--- config.mk ---
export PLATFORM = sky130hd
export DESIGN_NAME = supply_watchdog_supervisor
export DESIGN_NICKNAME = d
export VERILOG_FILES = /design/src/rtl/supervisor_pkg.sv /design/src/rtl/timer_if.sv /design/src/rtl/supply_watchdog_supervisor.sv /design/src/rtl/period_timer.sv
export VERILOG_INCLUDE_DIRS = /design/src /design/src/rtl
export SDC_FILE = /design/constraint.sdc
export NUM_CORES = 1
export LEC_CHECK = 0
export BUFFER_PORTS_ARGS = -buffer_cell sky130_fd_sc_hd__buf_2
export CAP_MARGIN = 40
export CORE_UTILIZATION = 40
export DETAILED_ROUTE_END_ITERATION = 8
export PLACE_DENSITY = 0.55
export SYNTH_ARGS = -nofsm -noshare
export SYNTH_HDL_FRONTEND = slang
export SYNTH_SLANG_ARGS = --single-unit
--- constraint.sdc ---
create_clock -name i_ref_clk -period 8.5 [get_ports i_ref_clk]
set_input_delay 1.7 -clock i_ref_clk [delete_from_list [all_inputs] [get_ports i_ref_clk]]
set_output_delay 1.7 -clock i_ref_clk [all_outputs]
set_load 0.01 [all_outputs]
--- src/rtl/supervisor_cfg.svh ---
`ifndef SUPERVISOR_CFG_SVH
`define SUPERVISOR_CFG_SVH

`define SWS_CLK_HZ          64'd10000000
`define SWS_TMR_W           24
`define SWS_RESET_MS        64'd200
`define SWS_WD_LONG_MS      64'd1600
`define SWS_WD_SHORT_MS     64'd100
`define SWS_CE_GRACE_US     64'd15
`define SWS_RESET_CYCLES    ((`SWS_RESET_MS * `SWS_CLK_HZ) / 64'd1000)
`define SWS_WD_LONG_CYCLES  ((`SWS_WD_LONG_MS * `SWS_CLK_HZ) / 64'd1000)
`define SWS_WD_SHORT_CYCLES ((`SWS_WD_SHORT_MS * `SWS_CLK_HZ) / 64'd1000)
`define SWS_CE_GRACE_CYCLES ((`SWS_CE_GRACE_US * `SWS_CLK_HZ) / 64'd1000000)
`define SWS_EXT_WD_NORMAL   24'h000400
`define SWS_EXT_WD_FIRST    24'h001000
`define SWS_EXT_RESET       24'h000800
`define SWS_GRACE_W         8

`endif

--- src/rtl/supervisor_pkg.sv ---
package supervisor_pkg;

  typedef enum logic [1:0] {
    ST_SUPPLY_LOW = 2'b00,
    ST_RELEASE    = 2'b01,
    ST_RUN        = 2'b10,
    ST_WD_HOLD    = 2'b11
  } state_t;

  typedef enum logic [1:0] {
    LVL_LOW   = 2'b00,
    LVL_HIGH  = 2'b01,
    LVL_FLOAT = 2'b10
  } strobe_level_t;

endpackage : supervisor_pkg

--- src/rtl/timer_if.sv ---
`timescale 1ns/1ps
`include "supervisor_cfg.svh"

interface timer_if;
  logic                   start;
  logic                   run;
  logic                   step;
  logic [`SWS_TMR_W-1:0]  limit;
  logic                   expired;

  modport ctrl  (output start, output run, output step, output limit, input expired);
  modport timer (input start, input run, input step, input limit, output expired);
endinterface : timer_if

--- src/rtl/supply_watchdog_supervisor.sv ---
// How it works
// - Resets held while low, then timeout
// - Active-high reset always inverts active-low
// - Backup operation always keeps resets asserted
// - Static strobe past timeout faults and resets
// - Any strobe edge or pulse restarts timer
// - Floating strobe level disables the watchdog
// - Watchdog off, fault high when disabled
// - Timeout: reset period, fault low until edge
// - Watchdog restarts after each watchdog reset
// - Select and input high: long periods
// - Input low: short period, long first
// - External clock: count 1024/4096/2048 edges
// - Chip-select passes normally, blocked in reset
// - Grace ends on input high or 15us
// - Power-up keeps chip-select path closed
// - Disabled path drives chip-select output high
// - Supply-low flag follows comparator directly
// - Early warning touches nothing else
// - Early warning low when input below
`timescale 1ns/1ps
`include "supervisor_cfg.svh"

module supply_watchdog_supervisor #(
  parameter int RESET_CYCLES    = int'(`SWS_RESET_CYCLES),
  parameter int WD_LONG_CYCLES  = int'(`SWS_WD_LONG_CYCLES),
  parameter int WD_SHORT_CYCLES = int'(`SWS_WD_SHORT_CYCLES)
) (
  input  wire logic       i_ref_clk,
  input  wire logic       i_rst_b,
  input  wire logic       i_supply_low,
  input  wire logic       i_backup_active,
  input  wire logic [1:0] i_watchdog_strobe_in,
  input  wire logic       i_timebase_select,
  input  wire logic       i_timebase_input,
  input  wire logic       i_ce_in_n,
  input  wire logic       i_early_warning_below,
  output logic            o_reset_n,
  output logic            o_reset_out,
  output logic            o_reset_oe,
  output logic            o_watchdog_fault_out_n,
  output logic            o_ce_out_n,
  output logic            o_ce_pullup_on,
  output logic            o_supply_low_n,
  output logic            o_early_warning_out,
  output logic            o_backup_active_out
);

  localparam logic [`SWS_GRACE_W-1:0] GRACE_CYCLES =
    `SWS_GRACE_W'(`SWS_CE_GRACE_CYCLES);

  supervisor_pkg::state_t        state_q;
  supervisor_pkg::state_t        state_d;
  supervisor_pkg::strobe_level_t level_q;
  supervisor_pkg::strobe_level_t level_d;
  supervisor_pkg::strobe_level_t level_now;

  logic                    tb_q;
  logic                    tb_rise;
  logic                    ext_mode;
  logic                    supply_bad;
  logic                    strobe_edge;
  logic                    strobe_float;
  logic                    wd_en;
  logic                    wd_timeout;
  logic                    first_q;
  logic                    first_d;
  logic                    fault_n_q;
  logic                    fault_n_d;
  logic                    ce_en_q;
  logic                    ce_en_d;
  logic [`SWS_GRACE_W-1:0] grace_q;
  logic [`SWS_GRACE_W-1:0] grace_d;
  logic                    reset_n_q;
  logic                    reset_od_oe_q;
  logic                    ce_out_n_q;
  logic                    ce_pullup_q;
  logic                    supply_low_n_q;
  logic                    early_q;
  logic                    backup_q;
  logic                    reset_n_d;
  logic                    reset_od_oe_d;
  logic                    ce_out_n_d;
  logic                    ce_pullup_d;
  logic                    supply_low_n_d;
  logic                    early_d;
  logic                    backup_d;
  logic                    tb_d;

  timer_if rst_tmr ();
  timer_if wd_tmr ();

  function automatic logic [`SWS_TMR_W-1:0] to_limit(input int cycles);
    to_limit = `SWS_TMR_W'(cycles);
  endfunction : to_limit

  // Unused strobe code reads as floating, so a bad level disables the
  // watchdog instead of faking activity
  function automatic supervisor_pkg::strobe_level_t decode_level(input logic [1:0] code);
    unique case (code)
      supervisor_pkg::LVL_LOW:  decode_level = supervisor_pkg::LVL_LOW;
      supervisor_pkg::LVL_HIGH: decode_level = supervisor_pkg::LVL_HIGH;
      default:                  decode_level = supervisor_pkg::LVL_FLOAT;
    endcase
  endfunction : decode_level

  function automatic logic is_run(input supervisor_pkg::state_t st);
    is_run = (st == supervisor_pkg::ST_RUN);
  endfunction : is_run

  // External mode advances the timers on timebase rising edges only
  function automatic logic tick(input logic ext, input logic rise);
    tick = ext ? rise : 1'b1;
  endfunction : tick

  // Inputs are already digital and synchronous to the block clock
  assign level_now    = decode_level(i_watchdog_strobe_in);
  assign supply_bad   = i_supply_low | i_backup_active;
  assign strobe_float = (level_now == supervisor_pkg::LVL_FLOAT);
  // Any change of level counts; a single-cycle pulse gives two changes
  assign strobe_edge  = (level_now != level_q);
  assign ext_mode     = ~i_timebase_select;
  assign tb_rise      = i_timebase_input & ~tb_q;
  assign wd_en        = is_run(state_q) && !supply_bad && !strobe_float;
  // Expiry wins over a same-cycle strobe edge
  assign wd_timeout   = wd_en && wd_tmr.expired;

  // Reset timer runs only while a timed release is in progress
  assign rst_tmr.start = (state_q != supervisor_pkg::ST_RELEASE)
                         && (state_q != supervisor_pkg::ST_WD_HOLD);
  assign rst_tmr.run   = ~rst_tmr.start;
  assign rst_tmr.step  = tick(ext_mode, tb_rise);
  assign rst_tmr.limit = ext_mode ? `SWS_EXT_RESET : to_limit(RESET_CYCLES);

  // Held cleared while disabled so re-enabling starts a fresh period
  assign wd_tmr.start = ~wd_en | strobe_edge;
  assign wd_tmr.run   = wd_en;
  assign wd_tmr.step  = tick(ext_mode, tb_rise);

  always_comb begin
    if (ext_mode) begin
      wd_tmr.limit = first_q ? `SWS_EXT_WD_FIRST : `SWS_EXT_WD_NORMAL;
    end else if (first_q || i_timebase_input) begin
      wd_tmr.limit = to_limit(WD_LONG_CYCLES);
    end else begin
      wd_tmr.limit = to_limit(WD_SHORT_CYCLES);
    end
  end

  period_timer u_rst_timer (
    .i_ref_clk (i_ref_clk),
    .i_rst_b   (i_rst_b),
    .tmr       (rst_tmr)
  );

  period_timer u_wd_timer (
    .i_ref_clk (i_ref_clk),
    .i_rst_b   (i_rst_b),
    .tmr       (wd_tmr)
  );

  // Reset sequencing
  always_comb begin
    state_d = state_q;
    first_d = first_q;
    if (supply_bad) begin
      state_d = supervisor_pkg::ST_SUPPLY_LOW;
    end else begin
      unique case (state_q)
        supervisor_pkg::ST_SUPPLY_LOW: begin
          state_d = supervisor_pkg::ST_RELEASE;
        end
        supervisor_pkg::ST_RELEASE: begin
          if (rst_tmr.expired) begin
            state_d = supervisor_pkg::ST_RUN;
            first_d = 1'b1;
          end
        end
        supervisor_pkg::ST_RUN: begin
          if (wd_timeout) begin
            state_d = supervisor_pkg::ST_WD_HOLD;
          end else if (strobe_edge) begin
            first_d = 1'b0;
          end
        end
        supervisor_pkg::ST_WD_HOLD: begin
          if (rst_tmr.expired) begin
            state_d = supervisor_pkg::ST_RUN;
            first_d = 1'b1;
          end
        end
      endcase
    end
  end

  always_ff @(posedge i_ref_clk or negedge i_rst_b) begin
    if (!i_rst_b) begin
      state_q <= supervisor_pkg::ST_SUPPLY_LOW;
      first_q <= 1'b1;
    end else begin
      state_q <= state_d;
      first_q <= first_d;
    end
  end

  // Edge history; reset to the idle pin levels so no false edge follows
  always_comb begin
    level_d = level_now;
    tb_d    = i_timebase_input;
  end

  always_ff @(posedge i_ref_clk or negedge i_rst_b) begin
    if (!i_rst_b) begin
      level_q <= supervisor_pkg::LVL_FLOAT;
      tb_q    <= 1'b1;
    end else begin
      level_q <= level_d;
      tb_q    <= tb_d;
    end
  end

  // Watchdog fault; timeout wins over a same-cycle edge
  always_comb begin
    fault_n_d = fault_n_q;
    if (wd_timeout) begin
      fault_n_d = 1'b0;
    end else if (supply_bad || strobe_float) begin
      fault_n_d = 1'b1;
    end else if (strobe_edge) begin
      fault_n_d = 1'b1;
    end
  end

  always_ff @(posedge i_ref_clk or negedge i_rst_b) begin
    if (!i_rst_b) begin
      fault_n_q <= 1'b1;
    end else begin
      fault_n_q <= fault_n_d;
    end
  end

  // Chip-select gating
  always_comb begin
    ce_en_d = ce_en_q;
    grace_d = grace_q;
    if (is_run(state_d)) begin
      ce_en_d = 1'b1;
      grace_d = '0;
    end else if (ce_en_q) begin
      // Grace only exists when reset falls on an open path
      grace_d = grace_q + `SWS_GRACE_W'(1);
      if (i_ce_in_n || (grace_d >= GRACE_CYCLES)) begin
        ce_en_d = 1'b0;
      end
    end else begin
      ce_en_d = 1'b0;
    end
  end

  always_ff @(posedge i_ref_clk or negedge i_rst_b) begin
    if (!i_rst_b) begin
      ce_en_q <= 1'b0;
      grace_q <= '0;
    end else begin
      ce_en_q <= ce_en_d;
      grace_q <= grace_d;
    end
  end

  // Output stage; costs one cycle of latency on every path
  always_comb begin
    reset_n_d      = is_run(state_d);
    reset_od_oe_d  = is_run(state_d);
    ce_out_n_d     = ce_en_d ? i_ce_in_n : 1'b1;
    ce_pullup_d    = ~ce_en_d;
    supply_low_n_d = ~i_supply_low;
    early_d        = ~i_early_warning_below;
    backup_d       = i_backup_active;
  end

  always_ff @(posedge i_ref_clk or negedge i_rst_b) begin
    if (!i_rst_b) begin
      reset_n_q      <= 1'b0;
      reset_od_oe_q  <= 1'b0;
      ce_out_n_q     <= 1'b1;
      ce_pullup_q    <= 1'b1;
      supply_low_n_q <= 1'b0;
      early_q        <= 1'b0;
      backup_q       <= 1'b0;
    end else begin
      reset_n_q      <= reset_n_d;
      reset_od_oe_q  <= reset_od_oe_d;
      ce_out_n_q     <= ce_out_n_d;
      ce_pullup_q    <= ce_pullup_d;
      supply_low_n_q <= supply_low_n_d;
      early_q        <= early_d;
      backup_q       <= backup_d;
    end
  end

  assign o_reset_n              = reset_n_q;
  assign o_reset_out            = 1'b0;
  assign o_reset_oe             = reset_od_oe_q;
  assign o_watchdog_fault_out_n = fault_n_q;
  assign o_ce_out_n             = ce_out_n_q;
  assign o_ce_pullup_on         = ce_pullup_q;
  assign o_supply_low_n         = supply_low_n_q;
  assign o_early_warning_out    = early_q;
  assign o_backup_active_out    = backup_q;

endmodule : supply_watchdog_supervisor

--- src/rtl/period_timer.sv ---
`timescale 1ns/1ps
`include "supervisor_cfg.svh"

module period_timer (
  input  wire logic i_ref_clk,
  input  wire logic i_rst_b,
  timer_if.timer    tmr
);

  logic [`SWS_TMR_W-1:0] cnt_q;
  logic [`SWS_TMR_W-1:0] cnt_d;
  logic                  done_q;
  logic                  done_d;

  // Done is sticky until the next start, so a late reader never misses it
  always_comb begin
    cnt_d  = cnt_q;
    done_d = done_q;
    if (tmr.start) begin
      cnt_d  = '0;
      done_d = 1'b0;
    end else if (tmr.run && tmr.step && !done_q) begin
      cnt_d = cnt_q + `SWS_TMR_W'(1);
      if (cnt_d >= tmr.limit) begin
        done_d = 1'b1;
      end
    end
  end

  always_ff @(posedge i_ref_clk or negedge i_rst_b) begin
    if (!i_rst_b) begin
      cnt_q  <= '0;
      done_q <= 1'b0;
    end else begin
      cnt_q  <= cnt_d;
      done_q <= done_d;
    end
  end

  assign tmr.expired = done_q;

endmodule : period_timer

Yosys cells after proc, flatten, opt, wreduce, memory -nomap -nowiden
Index checks and enable logic that the tools add are counted.
{ "totals": {"in_bits": 10, "wordCells": 106, "output_inout_bits": 9, "regBits": 72} }
{ "op_classes": {"n_bitwise": 10, "n_eq_ne": 12, "reduce_logical": 28, "addsub": 3, "order_cmp": 3, "n_mux": 33} }
{ "ops": {"columns": ["op", "n"], "rows": [
  ["$mux 24", 6],
  ["$add 24x1->24 const B", 2],
  ["$ge 24x21->1", 1],
  ["$ge 24x24->1", 1],
  ["$mux 21", 1],
  ["$mux 1", 17],
  ["$mux 8", 2],
  ["$mux 13", 1],
  ["$reduce_bool 2->1", 6],
  ["$add 8x1->8 const B", 1],
  ["$eq 2x2->1 const B", 4],
  ["$ge 8x8->1 const B", 1],
  ["$logic_and 1x1->1", 8],
  ["$not 1->1", 7],
  ["$mux 2", 3],
  ["$ne 2x2->1 const B", 3],
  ["$pmux 2 s3", 1],
  ["$reduce_and 5->1", 1],
  ["$eq 2x1->1 const B", 2],
  ["$logic_not 1->1", 4],
  ["$logic_not 2->1", 2],
  ["$ne 2x1->1 const B", 2],
  ["$pmux 2 s2", 1],
  ["$reduce_and 2->1", 2],
  ["other kinds (7)", 10]
]} }

Longest topological paths before layout
Gate-level depths: netlist (run 1).
{ "depth": {"depth_word": 12, "ltp_mapped": 14, "mapped_depth_nobuf": 13} }

Cells and area by module
A second synthesis (run 1) with hierarchy kept.
{ "hier_totals": {"hier_cells": 654, "hier_area_um2": 5661.7} }
{ "modules_own_cells": {"columns": ["mod", "cells_each", "instances", "seq_area_each_um2", "area_per_inst_um2"], "rows": [
  ["period_timer", 268, 2, 625.6, 2267.2],
  ["supply_watchdog_supervisor", 118, 1, 558.0, 1127.3]
]} }

Worst setup path after synthesis (run 1)
No wires, ideal clock.
{ "synth_path": {"path_kind": "input to register", "from": "input port i_timebase_select", "to": "register u_wd_timer.done_q, in the netlist u_wd_timer.tmr.expired", "arrival_time_ns": 3.415, "slack_ns": 4.953, "path_buffers": 0, "setup_ns": 0.132, "required_time_ns": 8.368, "path_stages": 9, "path_cell_list": "inv_1 -> or3_1 -> ha_1 -> a21o_1 -> a21o_1 -> a21oi_1 -> o21ai_0 -> a211oi_1 -> a21oi_1"} }
{ "synth_via": {"elab_chain_len": 5, "elab_cells_between_ends": 8, "classes_between": "order compare (1); mux (2); reduce/logical (5)"} }
{ "synth_lines": {"columns": ["item", "line_no", "text"], "rows": [
  ["from (decl)", "supply_watchdog_supervisor.sv:34", "input wire logic i_timebase_select,"],
  ["branches (longest 4 deep; another with $ge 24x24->1)", null, null],
  ["$reduce_and 2->1 (no line) *", null, null],
  ["to (signal assigned)", "period_timer.sv:36", "done_q <= done_d;"],
  ["to (decl)", "period_timer.sv:12", "logic done_q;"]
]} }
Every way passes the cells marked *.
A chain may end at the register's enable or synchronous reset.

Final worst setup path (run 1)
Ends and elaborated chain as after synthesis.

==> results of run 1 <==
[through the flow]
step	worst slack, ns	util, %	total power, W
floorplan	4.953	-	0.0003979
global placement	4.568	42.49	0.0004173
detailed placement	4.535	42.97	0.0004203
CTS	4.909	45.39	0.0007844
global route	4.793	45.39	0.0008054
finish	4.862	45.39	0.0007706
[sequential cells by signal (all words and copies together), names as in the netlist]
name,count
ce_en_q,1
first_q,1
grace_q,8
level_q,2
o_backup_active_out,1
o_ce_out_n,1
o_ce_pullup_on,1
o_early_warning_out,1
o_reset_oe,1
o_supply_low_n,1
o_watchdog_fault_out_n,1
state_q,2
tb_q,1
u_rst_timer.cnt_q,24
u_rst_timer.tmr.expired,1
u_wd_timer.cnt_q,24
u_wd_timer.tmr.expired,1
[cell families after synthesis]
| family | synth area share, % |
|---|---|
| adders and majority gates | 6.897 |
| AOI/OAI and AO/OA | 8.409 |
| other | 0.07950 |
| DFF | 38.36 |
| buffers and inverters | 3.873 |
| and+or+nand+nor | 26.98 |
| xor gates and xnor gates | 15.41 |
[tightest hold or removal path, cell delays in order, from the launching register on]
cell and delay, ns:
sky130_fd_sc_hd__dfstp_2 0.39, sky130_fd_sc_hd__nand2_1 0.06, sky130_fd_sc_hd__nand2_1 0.05
[where the power goes]
group / internal, W / total, W / switching [W]
Combinational: 0.0000222 / 0.0000553 / 0.0000331
Clock: 0.000213 / 0.000357 / 0.000144
Sequential: 0.000349 / 0.000358 / 0.00000933
Total: 0.000584 / 0.000771 / 0.000187
[routing by layer]
metal  share of wire, %  vias up  routed length [um]  global-route usage [%]
li1                   -     1865                   -                       -
met1                 48     1757                4777                   23.38
met2                 46       57                4568                   26.38
met3                3.4       17                 333                   4.336
met4                1.9        0                 189                   7.644
met5                  0        -                   0                       0
[layout by cell type, fill, tap and decap left out, types with 2 or more instances in the layout]
| cell type | count |
|---|---|
| sky130_fd_sc_hd__o21ai_0 | 10 |
| sky130_fd_sc_hd__and4_1 | 2 |
| sky130_fd_sc_hd__buf_2 | 16 |
| sky130_fd_sc_hd__dfrtp_1 | 66 |
| sky130_fd_sc_hd__and3_1 | 7 |
| sky130_fd_sc_hd__xor2_1 | 38 |
| sky130_fd_sc_hd__buf_16 | 2 |
| sky130_fd_sc_hd__o211ai_1 | 2 |
| sky130_fd_sc_hd__a21oi_1 | 20 |
| sky130_fd_sc_hd__inv_1 | 13 |
| sky130_fd_sc_hd__nor3_1 | 15 |
| sky130_fd_sc_hd__a22o_1 | 2 |
| sky130_fd_sc_hd__nand2b_1 | 5 |
| sky130_fd_sc_hd__and2_1 | 23 |
| sky130_fd_sc_hd__o311ai_0 | 3 |
| sky130_fd_sc_hd__nand2_1 | 58 |
| sky130_fd_sc_hd__a21o_1 | 7 |
| sky130_fd_sc_hd__clkinv_2 | 2 |
| sky130_fd_sc_hd__a211oi_1 | 2 |
| sky130_fd_sc_hd__xnor2_1 | 45 |
| sky130_fd_sc_hd__nand3b_1 | 2 |
| sky130_fd_sc_hd__dfstp_2 | 6 |
| sky130_fd_sc_hd__nor2b_1 | 2 |
| sky130_fd_sc_hd__or3_1 | 5 |
| sky130_fd_sc_hd__nand3_1 | 26 |
| sky130_fd_sc_hd__ha_1 | 26 |
| sky130_fd_sc_hd__a21boi_0 | 2 |
| sky130_fd_sc_hd__clkbuf_8 | 2 |
| sky130_fd_sc_hd__a31oi_1 | 3 |
| sky130_fd_sc_hd__buf_4 | 4 |
| sky130_fd_sc_hd__nor4_1 | 6 |
| sky130_fd_sc_hd__nor2_1 | 61 |
| sky130_fd_sc_hd__clkbuf_1 | 2 |
| sky130_fd_sc_hd__nand4_1 | 28 |
| sky130_fd_sc_hd__clkbuf_16 | 9 |
| sky130_fd_sc_hd__or4_1 | 3 |
[worst max-delay path by stage]
stage,cells past startpoint,slack [ns],from,to
after detailed placement,10,4.53,i_timebase_select,u_wd_timer.tmr.expired
after floorplan,9,4.95,i_timebase_select,u_wd_timer.tmr.expired
after CTS,10,4.91,i_timebase_select,u_wd_timer.tmr.expired
after global placement,10,4.57,i_timebase_select,u_wd_timer.tmr.expired
after global routing,10,4.79,i_timebase_select,u_wd_timer.tmr.expired
final,10,4.86,i_timebase_select,u_wd_timer.tmr.expired
[final cells by class]
class	instances	area, sq um
multi-input combinational	425	2725
clock inverter	3	17.52
timing repair buffer	22	165.2
sequential	72	1809
clock buffer	13	260.3
inverter	13	48.80
tap	143	178.9
fill	1115	6262
==> reports/qor.yml, run 1 <==
critical_path:
  worst-setup-path-type: "primary input to flip-flop"
  delay_of_the_slowest_critical_path_stage_ns: 0.52
  endpoint_type_of_the_worst_setup_path: "flip-flop"
  timing.critical_path.slowest_stage_cell: "sky130_fd_sc_hd__or3_1"
  crit_start_category: "primary input"
  cpLargestDelayFamily: "compound AO/OA/AOI/OAI gates"
  worst_r2r_path_depth: 10
  reg_to_reg_critical_path_startpoint: "u_rst_timer.cnt_q[0]"
  timing.critical_path.fanout_max: 9
  cp_data_arrival_time_ns: 3.86
  worst-r2r-setup-slack_ns: 5.17
  timing.rr.end: "u_rst_timer.tmr.expired"
  critical_path.cell_chain: "buf_2 -> inv_1 -> or3_1 -> ha_1 -> a21o_1 -> a21o_1 -> a21oi_1 -> o21ai_0 -> a211oi_1 -> a21oi_1"
  cp_data_required_time_ns: 8.72
  cp_num_buf_inv: 2
placement:
  dp.final_hpwl_um: 6966
  placed_area_sq_um: 4927
  buffer_ports.inserted: 17
  numPlacedInstances: 675
  gpl.final_weighted_congestion: 0.8433
clock_network:
  tritoncts: "yes"
  cts.htree.levels: 3
  postCtsResizedCells: 0
  cts_buf_count: 9
  clock_sinks: 72
  clk_pin_slew_worst_paths_ns: 0.06
  cts_hold_buffers: 0
  clock_network_latency_to_the_later_pin_of_the_worst_skew_pair_ns: 0.34
  cts_root_buffer: "sky130_fd_sc_hd__clkbuf_16"
  cts_post_setup_buffers_inserted: 0
  clockBufferDepth: 2
yosys:
  synth.most_common_cell: "sky130_fd_sc_hd__dfrtp_1"
  synth_flop_cell: "sky130_fd_sc_hd__dfrtp_1"
  syn_area_sq_um: 4717
  yosys_warnings: 0
  synth_largest_type_area_fraction_pct: 35.01
  syn_area_per_cell_sq_um: 8.751
  ys_top_cells_by_count: "66 x sky130_fd_sc_hd__dfrtp_1, 61 x sky130_fd_sc_hd__nor2_1, 58 x sky130_fd_sc_hd__nand2_1, 45 x sky130_fd_sc_hd__xnor2_1, 38 x sky130_fd_sc_hd__xor2_1"
  synth_enable_flop_cells: 0
  ys_top_cells_by_area: "sky130_fd_sc_hd__dfrtp_1 35%, sky130_fd_sc_hd__xnor2_1 8.4%, sky130_fd_sc_hd__xor2_1 7.1%"
  synth.distinct_cells: 56
  biggest_area_consumer_among_synthesized_cells: "sky130_fd_sc_hd__dfrtp_1"
  synthArstFlopShare_pct: 100.0
  flops_latches_synth: 72
  synth-seq-area-share_pct: 38.36
  syn-num-nets: 575
  synthCells: 539
drt:
  post-route-drc-count: 0
  route.antenna.remaining_nets: 0
  routed_wl_um: 9867
  routed_wire_length_per_instance_um: 14.28
  detailedRoute.firstIterationViolations: 185
  vias: 3696
  post_drt_via_cell_ratio: 5.349
  dr.pass1.iters: 5
pwr:
  vdd_drop_max_v: 0.0001408
  power.density_cell_area_nw_per_um2: 148.0
  cell_leakage_power_nw: 2.213
cells_and_area:
  areaGrowthSynthToFinish_pct: 10.34
  num_antenna_cells: 0
  nNetsFinal: 579
  finish.cell_count_without_fillers: 691
  post_route_cells_drive_above_1_share_pct: 8.942
  final_cell_area_sq_um: 5205
sta:
  setup-tns-final_ns: 0
  fmax_ghz: 0.2749
  finalCriticalPeriod_ns: 3.638
  final-max-slew-violation-count: 0
  clock-skew-final_ns: 0.006309
  total_count_of_hold_check_failures_in_the_final_report: 0
  max_slew_margin_pct: 43.98
  worst_slew_pin_slew_ns: 0.8404
  layout_worst_path_cycle_share_pct: 42.80
  rsz0062_at_grt: "no"
  whs_ns: 0.4898
  finalSetupViolations: 0
grt:
  gr-usage-all-layers_pct: 17.38
  grt.overflow.total: 0
  grt_start_max_net_pins: 46
  antenna_found_initial: 0
  global_route_wire_length_before_repair_um: 16990
  first_global_vias: 3412
min_path:
  timing.hold.worst.class: "flip-flop to flip-flop"
  worst_hold_path.num_cells: 2
  min-delay-start: "first_q"
  worst_hold_path.endpoint: "first_q"
floorplanning:
  placementRows: 39
  top_ports: 19
  area_inside_the_core_boundary_sq_um: 11470
  die-area_sq_um: 12230
  initial_utilization_pct: 41.13
  chipHeight_um: 110.6
  die_w_um: 110.6
run_status:
  run_status: "finished clean"
run:
  cap_violations: 0
Note: power is estimated with default switching activity, not from simulation.
==> run 2: changes to the inputs <==
--- a/config.mk
+++ b/config.mk
@@ -10,7 +10,7 @@
 export CAP_MARGIN = 40
 export CORE_UTILIZATION = 40
 export DETAILED_ROUTE_END_ITERATION = 8
-export PLACE_DENSITY = 0.55
+export PLACE_DENSITY = 0.57
 export SYNTH_ARGS = -nofsm -noshare
 export SYNTH_HDL_FRONTEND = slang
 export SYNTH_SLANG_ARGS = --single-unit
==> constraint.sdc (replaced) <==
create_clock -name i_ref_clk -period 3.16 [get_ports i_ref_clk]
set_input_delay 0.632 -clock i_ref_clk [delete_from_list [all_inputs] [get_ports i_ref_clk]]
set_output_delay 0.632 -clock i_ref_clk [all_outputs]
set_load 0.01 [all_outputs]
==> reports/qor.yml, run 2 (synthesis gave the netlist of run 1 again) <==
run_status:
  run_status: "finished clean"  # unchanged
critical_path:
  crit_start_category: "flip-flop"  # was primary input
  endpoint_type_of_the_worst_setup_path: "flip-flop"  # unchanged
  worst-setup-path-type: "flip-flop to flip-flop"  # was primary input to flip-flop
  cp_data_arrival_time_ns: 3.12  # was 3.86 ns
  timing.critical_path.fanout_max: 6  # was 9
  cp_data_required_time_ns: 3.37  # was 8.72 ns
  timing.rr.end: "u_wd_timer.tmr.expired"  # was u_rst_timer.tmr.expired
  reg_to_reg_critical_path_startpoint: "u_wd_timer.cnt_q[0]"  # was u_rst_timer.cnt_q[0]
  worst_r2r_path_depth: 13  # was 10
  worst-r2r-setup-slack_ns: 0.25  # was 5.17 ns
clock_network:
  clockBufferDepth: 2  # unchanged
  clock_network_latency_to_the_later_pin_of_the_worst_skew_pair_ns: 0.34  # about the same
  tritoncts: "yes"  # unchanged
  clk_pin_slew_worst_paths_ns: 0.06  # about the same
  cts_hold_buffers: 0  # unchanged
  cts_buf_count: 9  # unchanged
  clock_sinks: 72  # unchanged
  cts_root_buffer: "sky130_fd_sc_hd__clkbuf_16"  # unchanged
  cts.htree.levels: 3  # unchanged
grt:
  met2_usage_pct: 28.57  # was 26.38%
  first_global_vias: 3678  # was 3412
  grt.overflow.total: 0  # unchanged
  grt_start_max_net_pins: 48  # was 46
  gr-usage-all-layers_pct: 17.54  # was 17.38%
  grt_util_met1_pct: 22.52  # was 23.38%
  busiest_layer: "met2"  # unchanged
  groute.layer.met3.usage_pct: 4.061  # was 4.336%
  antenna_found_initial: 0  # unchanged
  global_route_wire_length_before_repair_um: 17460  # was 16990 um
floorplanning:
  placementRows: 39  # unchanged
  die_w_um: 110.6  # unchanged
  area_inside_the_core_boundary_sq_um: 11470  # unchanged
  initial_utilization_pct: 41.13  # unchanged
  chipHeight_um: 110.6  # unchanged
  die-area_sq_um: 12230  # unchanged
  top_ports: 19  # unchanged
pwr:
  p_int_w: 0.001673  # was 0.0005838 W
  power.net_switching_w: 0.0004950  # was 0.0001867 W
  pwr-share-comb_pct: 7.2  # about the same
  vdd_drop_max_v: 0.0003084  # was 0.0001408 V
  netSwitchingFraction_pct: 22.83  # was 24.23%
  clock_power_share_pct: 48.6  # was 46.3%
  cell_leakage_power_nw: 2.298  # was 2.213 nW
  p_seq_share_pct: 44.2  # was 46.5%
  power.density_cell_area_nw_per_um2: 406.0  # was 148.0 nW/um^2
cells_and_area:
  mostFrequentLayoutCells: "64 x sky130_fd_sc_hd__dfrtp_1, 60 x sky130_fd_sc_hd__nor2_1, 58 x sky130_fd_sc_hd__nand2_1"  # was 66 x sky130_fd_sc_hd__dfrtp_1, 61 x sky130_fd_sc_hd__nor2_1, 58 x sky130_fd_sc_hd__nand2_1
  num_antenna_cells: 0  # unchanged
  utilization_pct: 46.57  # was 45.39%
  post_route_cells_drive_above_1_share_pct: 12.12  # was 8.942%
  final_cell_area_sq_um: 5340  # was 5205 sq um
  fillers: 1110  # was 1115
  areaGrowthSynthToFinish_pct: 13.21  # was 10.34%
  layout_top_registers: "u_rst_timer.cnt_q x24, u_wd_timer.cnt_q x24, grace_q x8"  # unchanged
  nNetsFinal: 592  # was 579
  final_common_cell: "sky130_fd_sc_hd__dfrtp_1"  # unchanged
drt:
  dr.pass1.iters: 5  # unchanged
  detailedRoute.firstIterationViolations: 215  # was 185
  routed_wire_length_per_instance_um: 14.32  # was 14.28 um
  routed_wl_um: 10080  # was 9867 um
  post-route-drc-count: 0  # unchanged
  vias: 3798  # was 3696
  post_drt_via_cell_ratio: 5.395  # was 5.349
  route.antenna.remaining_nets: 0  # unchanged
placement:
  dp.final_hpwl_um: 7169  # was 6966 um
  placed_area_sq_um: 4982  # was 4927 sq um
  buffer_ports.inserted: 17  # unchanged
  gpl.final_weighted_congestion: 0.8393  # was 0.8433
sta:
  finalSetupViolations: 0  # unchanged
  max_slew_margin_pct: 53.92  # was 43.98%
  fmax_ghz: 0.3440
  final-max-slew-violation-count: 0  # unchanged
  whs_ns: 0.2129  # was 0.4898 ns
  clock-skew-final_ns: 0.003291  # was 0.006309 ns
  setup-tns-final_ns: 0  # unchanged
  worst_slew_pin_slew_ns: 0.6840  # was 0.8404 ns
  total_count_of_hold_check_failures_in_the_final_report: 0  # unchanged
  layout_worst_path_cycle_share_pct: 92.00
  finalCriticalPeriod_ns: 2.907
run:
  cap_violations: 0  # unchanged
min_path:
  timing.hold.worst.class: "primary input to asynchronous set/reset pin"  # was flip-flop to flip-flop
run 2: cell types whose count changed in the layout (fill, tap and decap cells not counted), sizes merged:
cell	before	now
buf	22	35
bufinv	0	1
clkinvlp	1	0
run 2: worst max path at each step:
stage	startpoint	endpoint	slack, ns	cells past startpoint
floorplan	u_rst_timer.cnt_q[0]	u_rst_timer.tmr.expired	0.35	10
global placement	u_wd_timer.cnt_q[6]	u_wd_timer.tmr.expired	0.32	13
detailed placement	u_wd_timer.cnt_q[6]	u_wd_timer.tmr.expired	0.22	13
CTS	u_wd_timer.cnt_q[6]	u_wd_timer.tmr.expired	0.21	13
global route	u_wd_timer.cnt_q[0]	u_wd_timer.tmr.expired	-0.06	13
finish	u_wd_timer.cnt_q[0]	u_wd_timer.tmr.expired	0.25	13
run 2: worst max-delay path: stages (launching register included):
cell and delay (ns):
sky130_fd_sc_hd__dfrtp_1 0.38, sky130_fd_sc_hd__ha_1 0.24, sky130_fd_sc_hd__nand4_1 0.20, sky130_fd_sc_hd__nor3_2 0.19
sky130_fd_sc_hd__buf_4 0.18, sky130_fd_sc_hd__nand4_1 0.24, sky130_fd_sc_hd__nor2_1 0.21, sky130_fd_sc_hd__xor2_1 0.17
sky130_fd_sc_hd__ha_1 0.26, sky130_fd_sc_hd__a21o_1 0.16, sky130_fd_sc_hd__a21oi_1 0.14, sky130_fd_sc_hd__o21ai_0 0.10
sky130_fd_sc_hd__a211oi_1 0.24, sky130_fd_sc_hd__a21oi_1 0.09
run 2: per-layer routing:
layer | vias up | wire, um
met5 | - | 0
met4 | 0 | 209
met3 | 19 | 356
met2 | 72 | 4778
met1 | 1821 | 4734
li1 | 1886 | -
run 2: per-stage QoR:
stage / cells / power (W) / setup slack, ns
after detailed placement: 684 / 0.001132 / 0.2154
after global placement: 682 / 0.001123 / 0.3225
final: 704 / 0.002168 / 0.2528
after CTS: 700 / 0.002211 / 0.2133
after global routing: 704 / 0.002265 / -0.06254
after floorplan: 539 / 0.001070 / 0.3522
run 2: final cells by class:
cell class              count  area, sq um  share of cell area (%)
flip-flops and latches     72         1812                   33.93
clock inverters             3        40.04                  0.7498
repair buffers             35        250.2                   4.686
multi-input cells         425         2740                   51.31
inverters                  13        48.80                  0.9138
well taps                 143        178.9                   3.351
clock buffers              13        270.3                   5.061
run 2: what timing repair did:
action                     CTS  global route
resized for setup            0             6
buffers inserted             0             3
setup endpoints to repair    0             1
run 2: power groups by stage:
stage	logic [W]	clock network (W)	registers [W]
floorplan	0.000100	0	0.000970
global placement	0.000149	0	0.000974
detailed placement	0.000158	0	0.000975
CTS	0.000158	0.00109	0.000959
global route	0.000178	0.00112	0.000962
finish	0.000156	0.00105	0.000959
==> run 3: changes to the inputs <==
==> constraint.sdc (replaced) <==
create_clock -name i_ref_clk -period 3.16 [get_ports i_ref_clk]
set_input_delay 0 -clock i_ref_clk [delete_from_list [all_inputs] [get_ports i_ref_clk]]
set_output_delay 0 -clock i_ref_clk [all_outputs]
set_load 0.01 [all_outputs]
==> reports/qor.yml, run 3 (synthesis gave the netlist of run 1 again) <==
sta:
  max_slew_margin_pct: 52.28  # was 53.92%
  post-route-worst-setup-slack_ns: 0.2400  # was 0.2528 ns
  final-max-slew-violation-count: 0  # unchanged
  fmax_ghz: 0.3425  # was 0.3440 GHz
  finalCriticalPeriod_ns: 2.920  # was 2.907 ns
  finalSetupViolations: 0  # unchanged
  rsz0062_at_grt: "no"
  setup-tns-final_ns: 0  # unchanged
  total_count_of_hold_check_failures_in_the_final_report: 0  # unchanged
  worst_slew_pin_slew_ns: 0.7084  # was 0.6840 ns
  clock-skew-final_ns: 0.008905  # was 0.003291 ns
  layout_worst_path_cycle_share_pct: 92.41  # was 92.00%
floorplanning:
  die-area_sq_um: 12230  # unchanged
  placementRows: 39  # unchanged
  chipHeight_um: 110.6  # unchanged
  initial_utilization_pct: 41.13  # unchanged
  area_inside_the_core_boundary_sq_um: 11470  # unchanged
  top_ports: 19  # unchanged
  die_w_um: 110.6  # unchanged
run:
  cap_violations: 0  # unchanged
drt:
  routed_wl_um: 10040  # was 10080 um
  routed_wire_length_per_instance_um: 14.20  # was 14.32 um
  route.antenna.remaining_nets: 0  # unchanged
  detailedRoute.firstIterationViolations: 208  # was 215
  post_drt_via_cell_ratio: 5.281  # was 5.395
  dr.pass1.iters: 4  # was 5
  post-route-drc-count: 0  # unchanged
  vias: 3734  # was 3798
grt:
  global_route_wire_length_before_repair_um: 17640  # was 17460 um
  antenna_found_initial: 0  # unchanged
  first_global_vias: 3631  # was 3678
  gr-usage-all-layers_pct: 17.92  # was 17.54%
  grt_start_max_net_pins: 50  # was 48
  grt.overflow.total: 0  # unchanged
critical_path:
  timing.rr.end: "u_wd_timer.tmr.expired"  # unchanged
  cp_num_buf_inv: 2  # was 1
  timing.critical_path.fanout_max: 6  # unchanged
  timing.critical_path.slowest_stage_cell: "sky130_fd_sc_hd__dfrtp_1"  # unchanged
  delay_of_the_slowest_critical_path_stage_ns: 0.38  # about the same
  worst-setup-path-type: "flip-flop to flip-flop"  # unchanged
  worst_r2r_path_depth: 14  # was 13
  worst-r2r-setup-slack_ns: 0.24  # was 0.25 ns
  cp_data_arrival_time_ns: 3.13  # was 3.12 ns
  critical_path.cell_chain: "ha_1 -> nand4_1 -> nor3_1 -> buf_4 -> nand4_1 -> buf_4 -> xnor2_1 -> ha_1 -> a21o_1 -> a21o_1 -> a21oi_1 -> o21ai_0 -> a211oi_1 -> a21oi_1"  # was ha_1 -> nand4_1 -> nor3_2 -> buf_4 -> nand4_1 -> nor2_1 -> xor2_1 -> ha_1 -> a21o_1 -> a21oi_1 -> o21ai_0 -> a211oi_1 -> a21oi_1
  crit_start_category: "flip-flop"  # unchanged
  cp_data_required_time_ns: 3.37  # about the same
  endpoint_type_of_the_worst_setup_path: "flip-flop"  # unchanged
  reg_to_reg_critical_path_startpoint: "u_wd_timer.cnt_q[0]"  # unchanged
  cpLargestDelayFamily: "compound AO/OA/AOI/OAI gates"  # was simple AND/OR/NAND/NOR gates
cells_and_area:
  areaGrowthSynthToFinish_pct: 12.84  # was 13.21%
  final_common_cell: "sky130_fd_sc_hd__dfrtp_1"  # unchanged
  layout_top_registers: "u_rst_timer.cnt_q x24, u_wd_timer.cnt_q x24, grace_q x8"  # unchanged
  nNetsFinal: 596  # was 592
  post_route_cells_drive_above_1_share_pct: 10.28  # was 12.12%
  fillers: 1115  # was 1110
  final_cell_area_sq_um: 5323  # was 5340 sq um
  mostFrequentLayoutCells: "65 x sky130_fd_sc_hd__dfrtp_1, 61 x sky130_fd_sc_hd__nor2_1, 58 x sky130_fd_sc_hd__nand2_1"  # was 64 x sky130_fd_sc_hd__dfrtp_1, 60 x sky130_fd_sc_hd__nor2_1, 58 x sky130_fd_sc_hd__nand2_1
  finish.cell_count_without_fillers: 707  # was 704
  num_antenna_cells: 0  # unchanged
min_path:
  timing.hold.worst.class: "primary input to asynchronous set/reset pin"  # unchanged
pwr:
  vdd_drop_max_v: 0.0003346  # was 0.0003084 V
  power.density_cell_area_nw_per_um2: 376.8  # was 406.0 nW/um^2
  cell_leakage_power_nw: 2.274  # was 2.298 nW
clock_network:
  cts_root_buffer: "sky130_fd_sc_hd__clkbuf_16"  # unchanged
  clockBufferDepth: 2  # unchanged
  clk_pin_slew_worst_paths_ns: 0.06  # about the same
  clock_network_latency_to_the_later_pin_of_the_worst_skew_pair_ns: 0.34  # about the same
  cts.htree.levels: 3  # unchanged
  tritoncts: "yes"  # unchanged
  clock_sinks: 72  # unchanged
  cts_buf_count: 9  # unchanged
placement:
  dp_slack_ns: 0.2162  # was 0.2154 ns
  gpl.final_weighted_congestion: 0.8533  # was 0.8393
  dp.final_hpwl_um: 7235  # was 7169 um
  placed_area_sq_um: 4975  # was 4982 sq um
  numPlacedInstances: 683  # was 684
  buffer_ports.inserted: 17  # unchanged
run_status:
  run_status: "finished clean"  # unchanged
## run 3: what timing repair did
item / CTS / global route
hold buffers: 8 / 0
gates resized for setup: 0 / 3
buffers inserted: 0 / 1
endpoints found under the hold margin: 77 / 0
endpoints found under the setup margin: 0 / 1
## run 3: final cells by class
class | count | area (sq um) | share of cell area, %
Tap cell | 143 | 178.9 | 3.362
Clock inverter | 2 | 10.01 | 0.1881
Inverter | 13 | 48.80 | 0.9168
Multi-Input combinational cell | 425 | 2734 | 51.36
Timing Repair Buffer | 39 | 300.3 | 5.642
Sequential cell | 72 | 1810 | 34.02
Clock buffer | 13 | 240.2 | 4.513
## run 3: power by group
part	switching (W)	internal, W
Combinational	0.0000969	0.0000670
Clock	0.000358	0.000525
Sequential	0.0000195	0.000939
Total	0.000474	0.00153
## run 3: worst max path at each step
stage	cells after the start	from	endpoint	slack (ns)
3_5_place_dp	13	u_wd_timer.cnt_q[6]	u_wd_timer.tmr.expired	0.22
2_1_floorplan	10	u_rst_timer.cnt_q[0]	u_rst_timer.tmr.expired	0.35
6_report	14	u_wd_timer.cnt_q[0]	u_wd_timer.tmr.expired	0.24
4_1_cts	13	u_wd_timer.cnt_q[0]	u_wd_timer.tmr.expired	0.22
3_3_place_gp	13	u_wd_timer.cnt_q[6]	u_wd_timer.tmr.expired	0.32
5_1_grt	12	u_wd_timer.cnt_q[0]	u_wd_timer.tmr.expired	0.005
## run 3: layer usage
layer  vias up  GRT usage, %  wire length, um
met5         -             0                0
li1       1897             -                -
met2        50         28.07             4805
met1      1773         23.31             4739
met3        14         4.610              327
met4         0         7.822              169
## run 3: stage by stage
step                      hold slack, ns  total power, W  utilization, %
after floorplan                  -0.2956        0.001070               -
after global placement            0.1501        0.001124           43.01
after detailed placement        -0.05963        0.001133           43.38
after CTS                         0.1141        0.002051           46.26
after global routing              0.1295        0.002108           46.42
final                             0.1172        0.002005           46.42
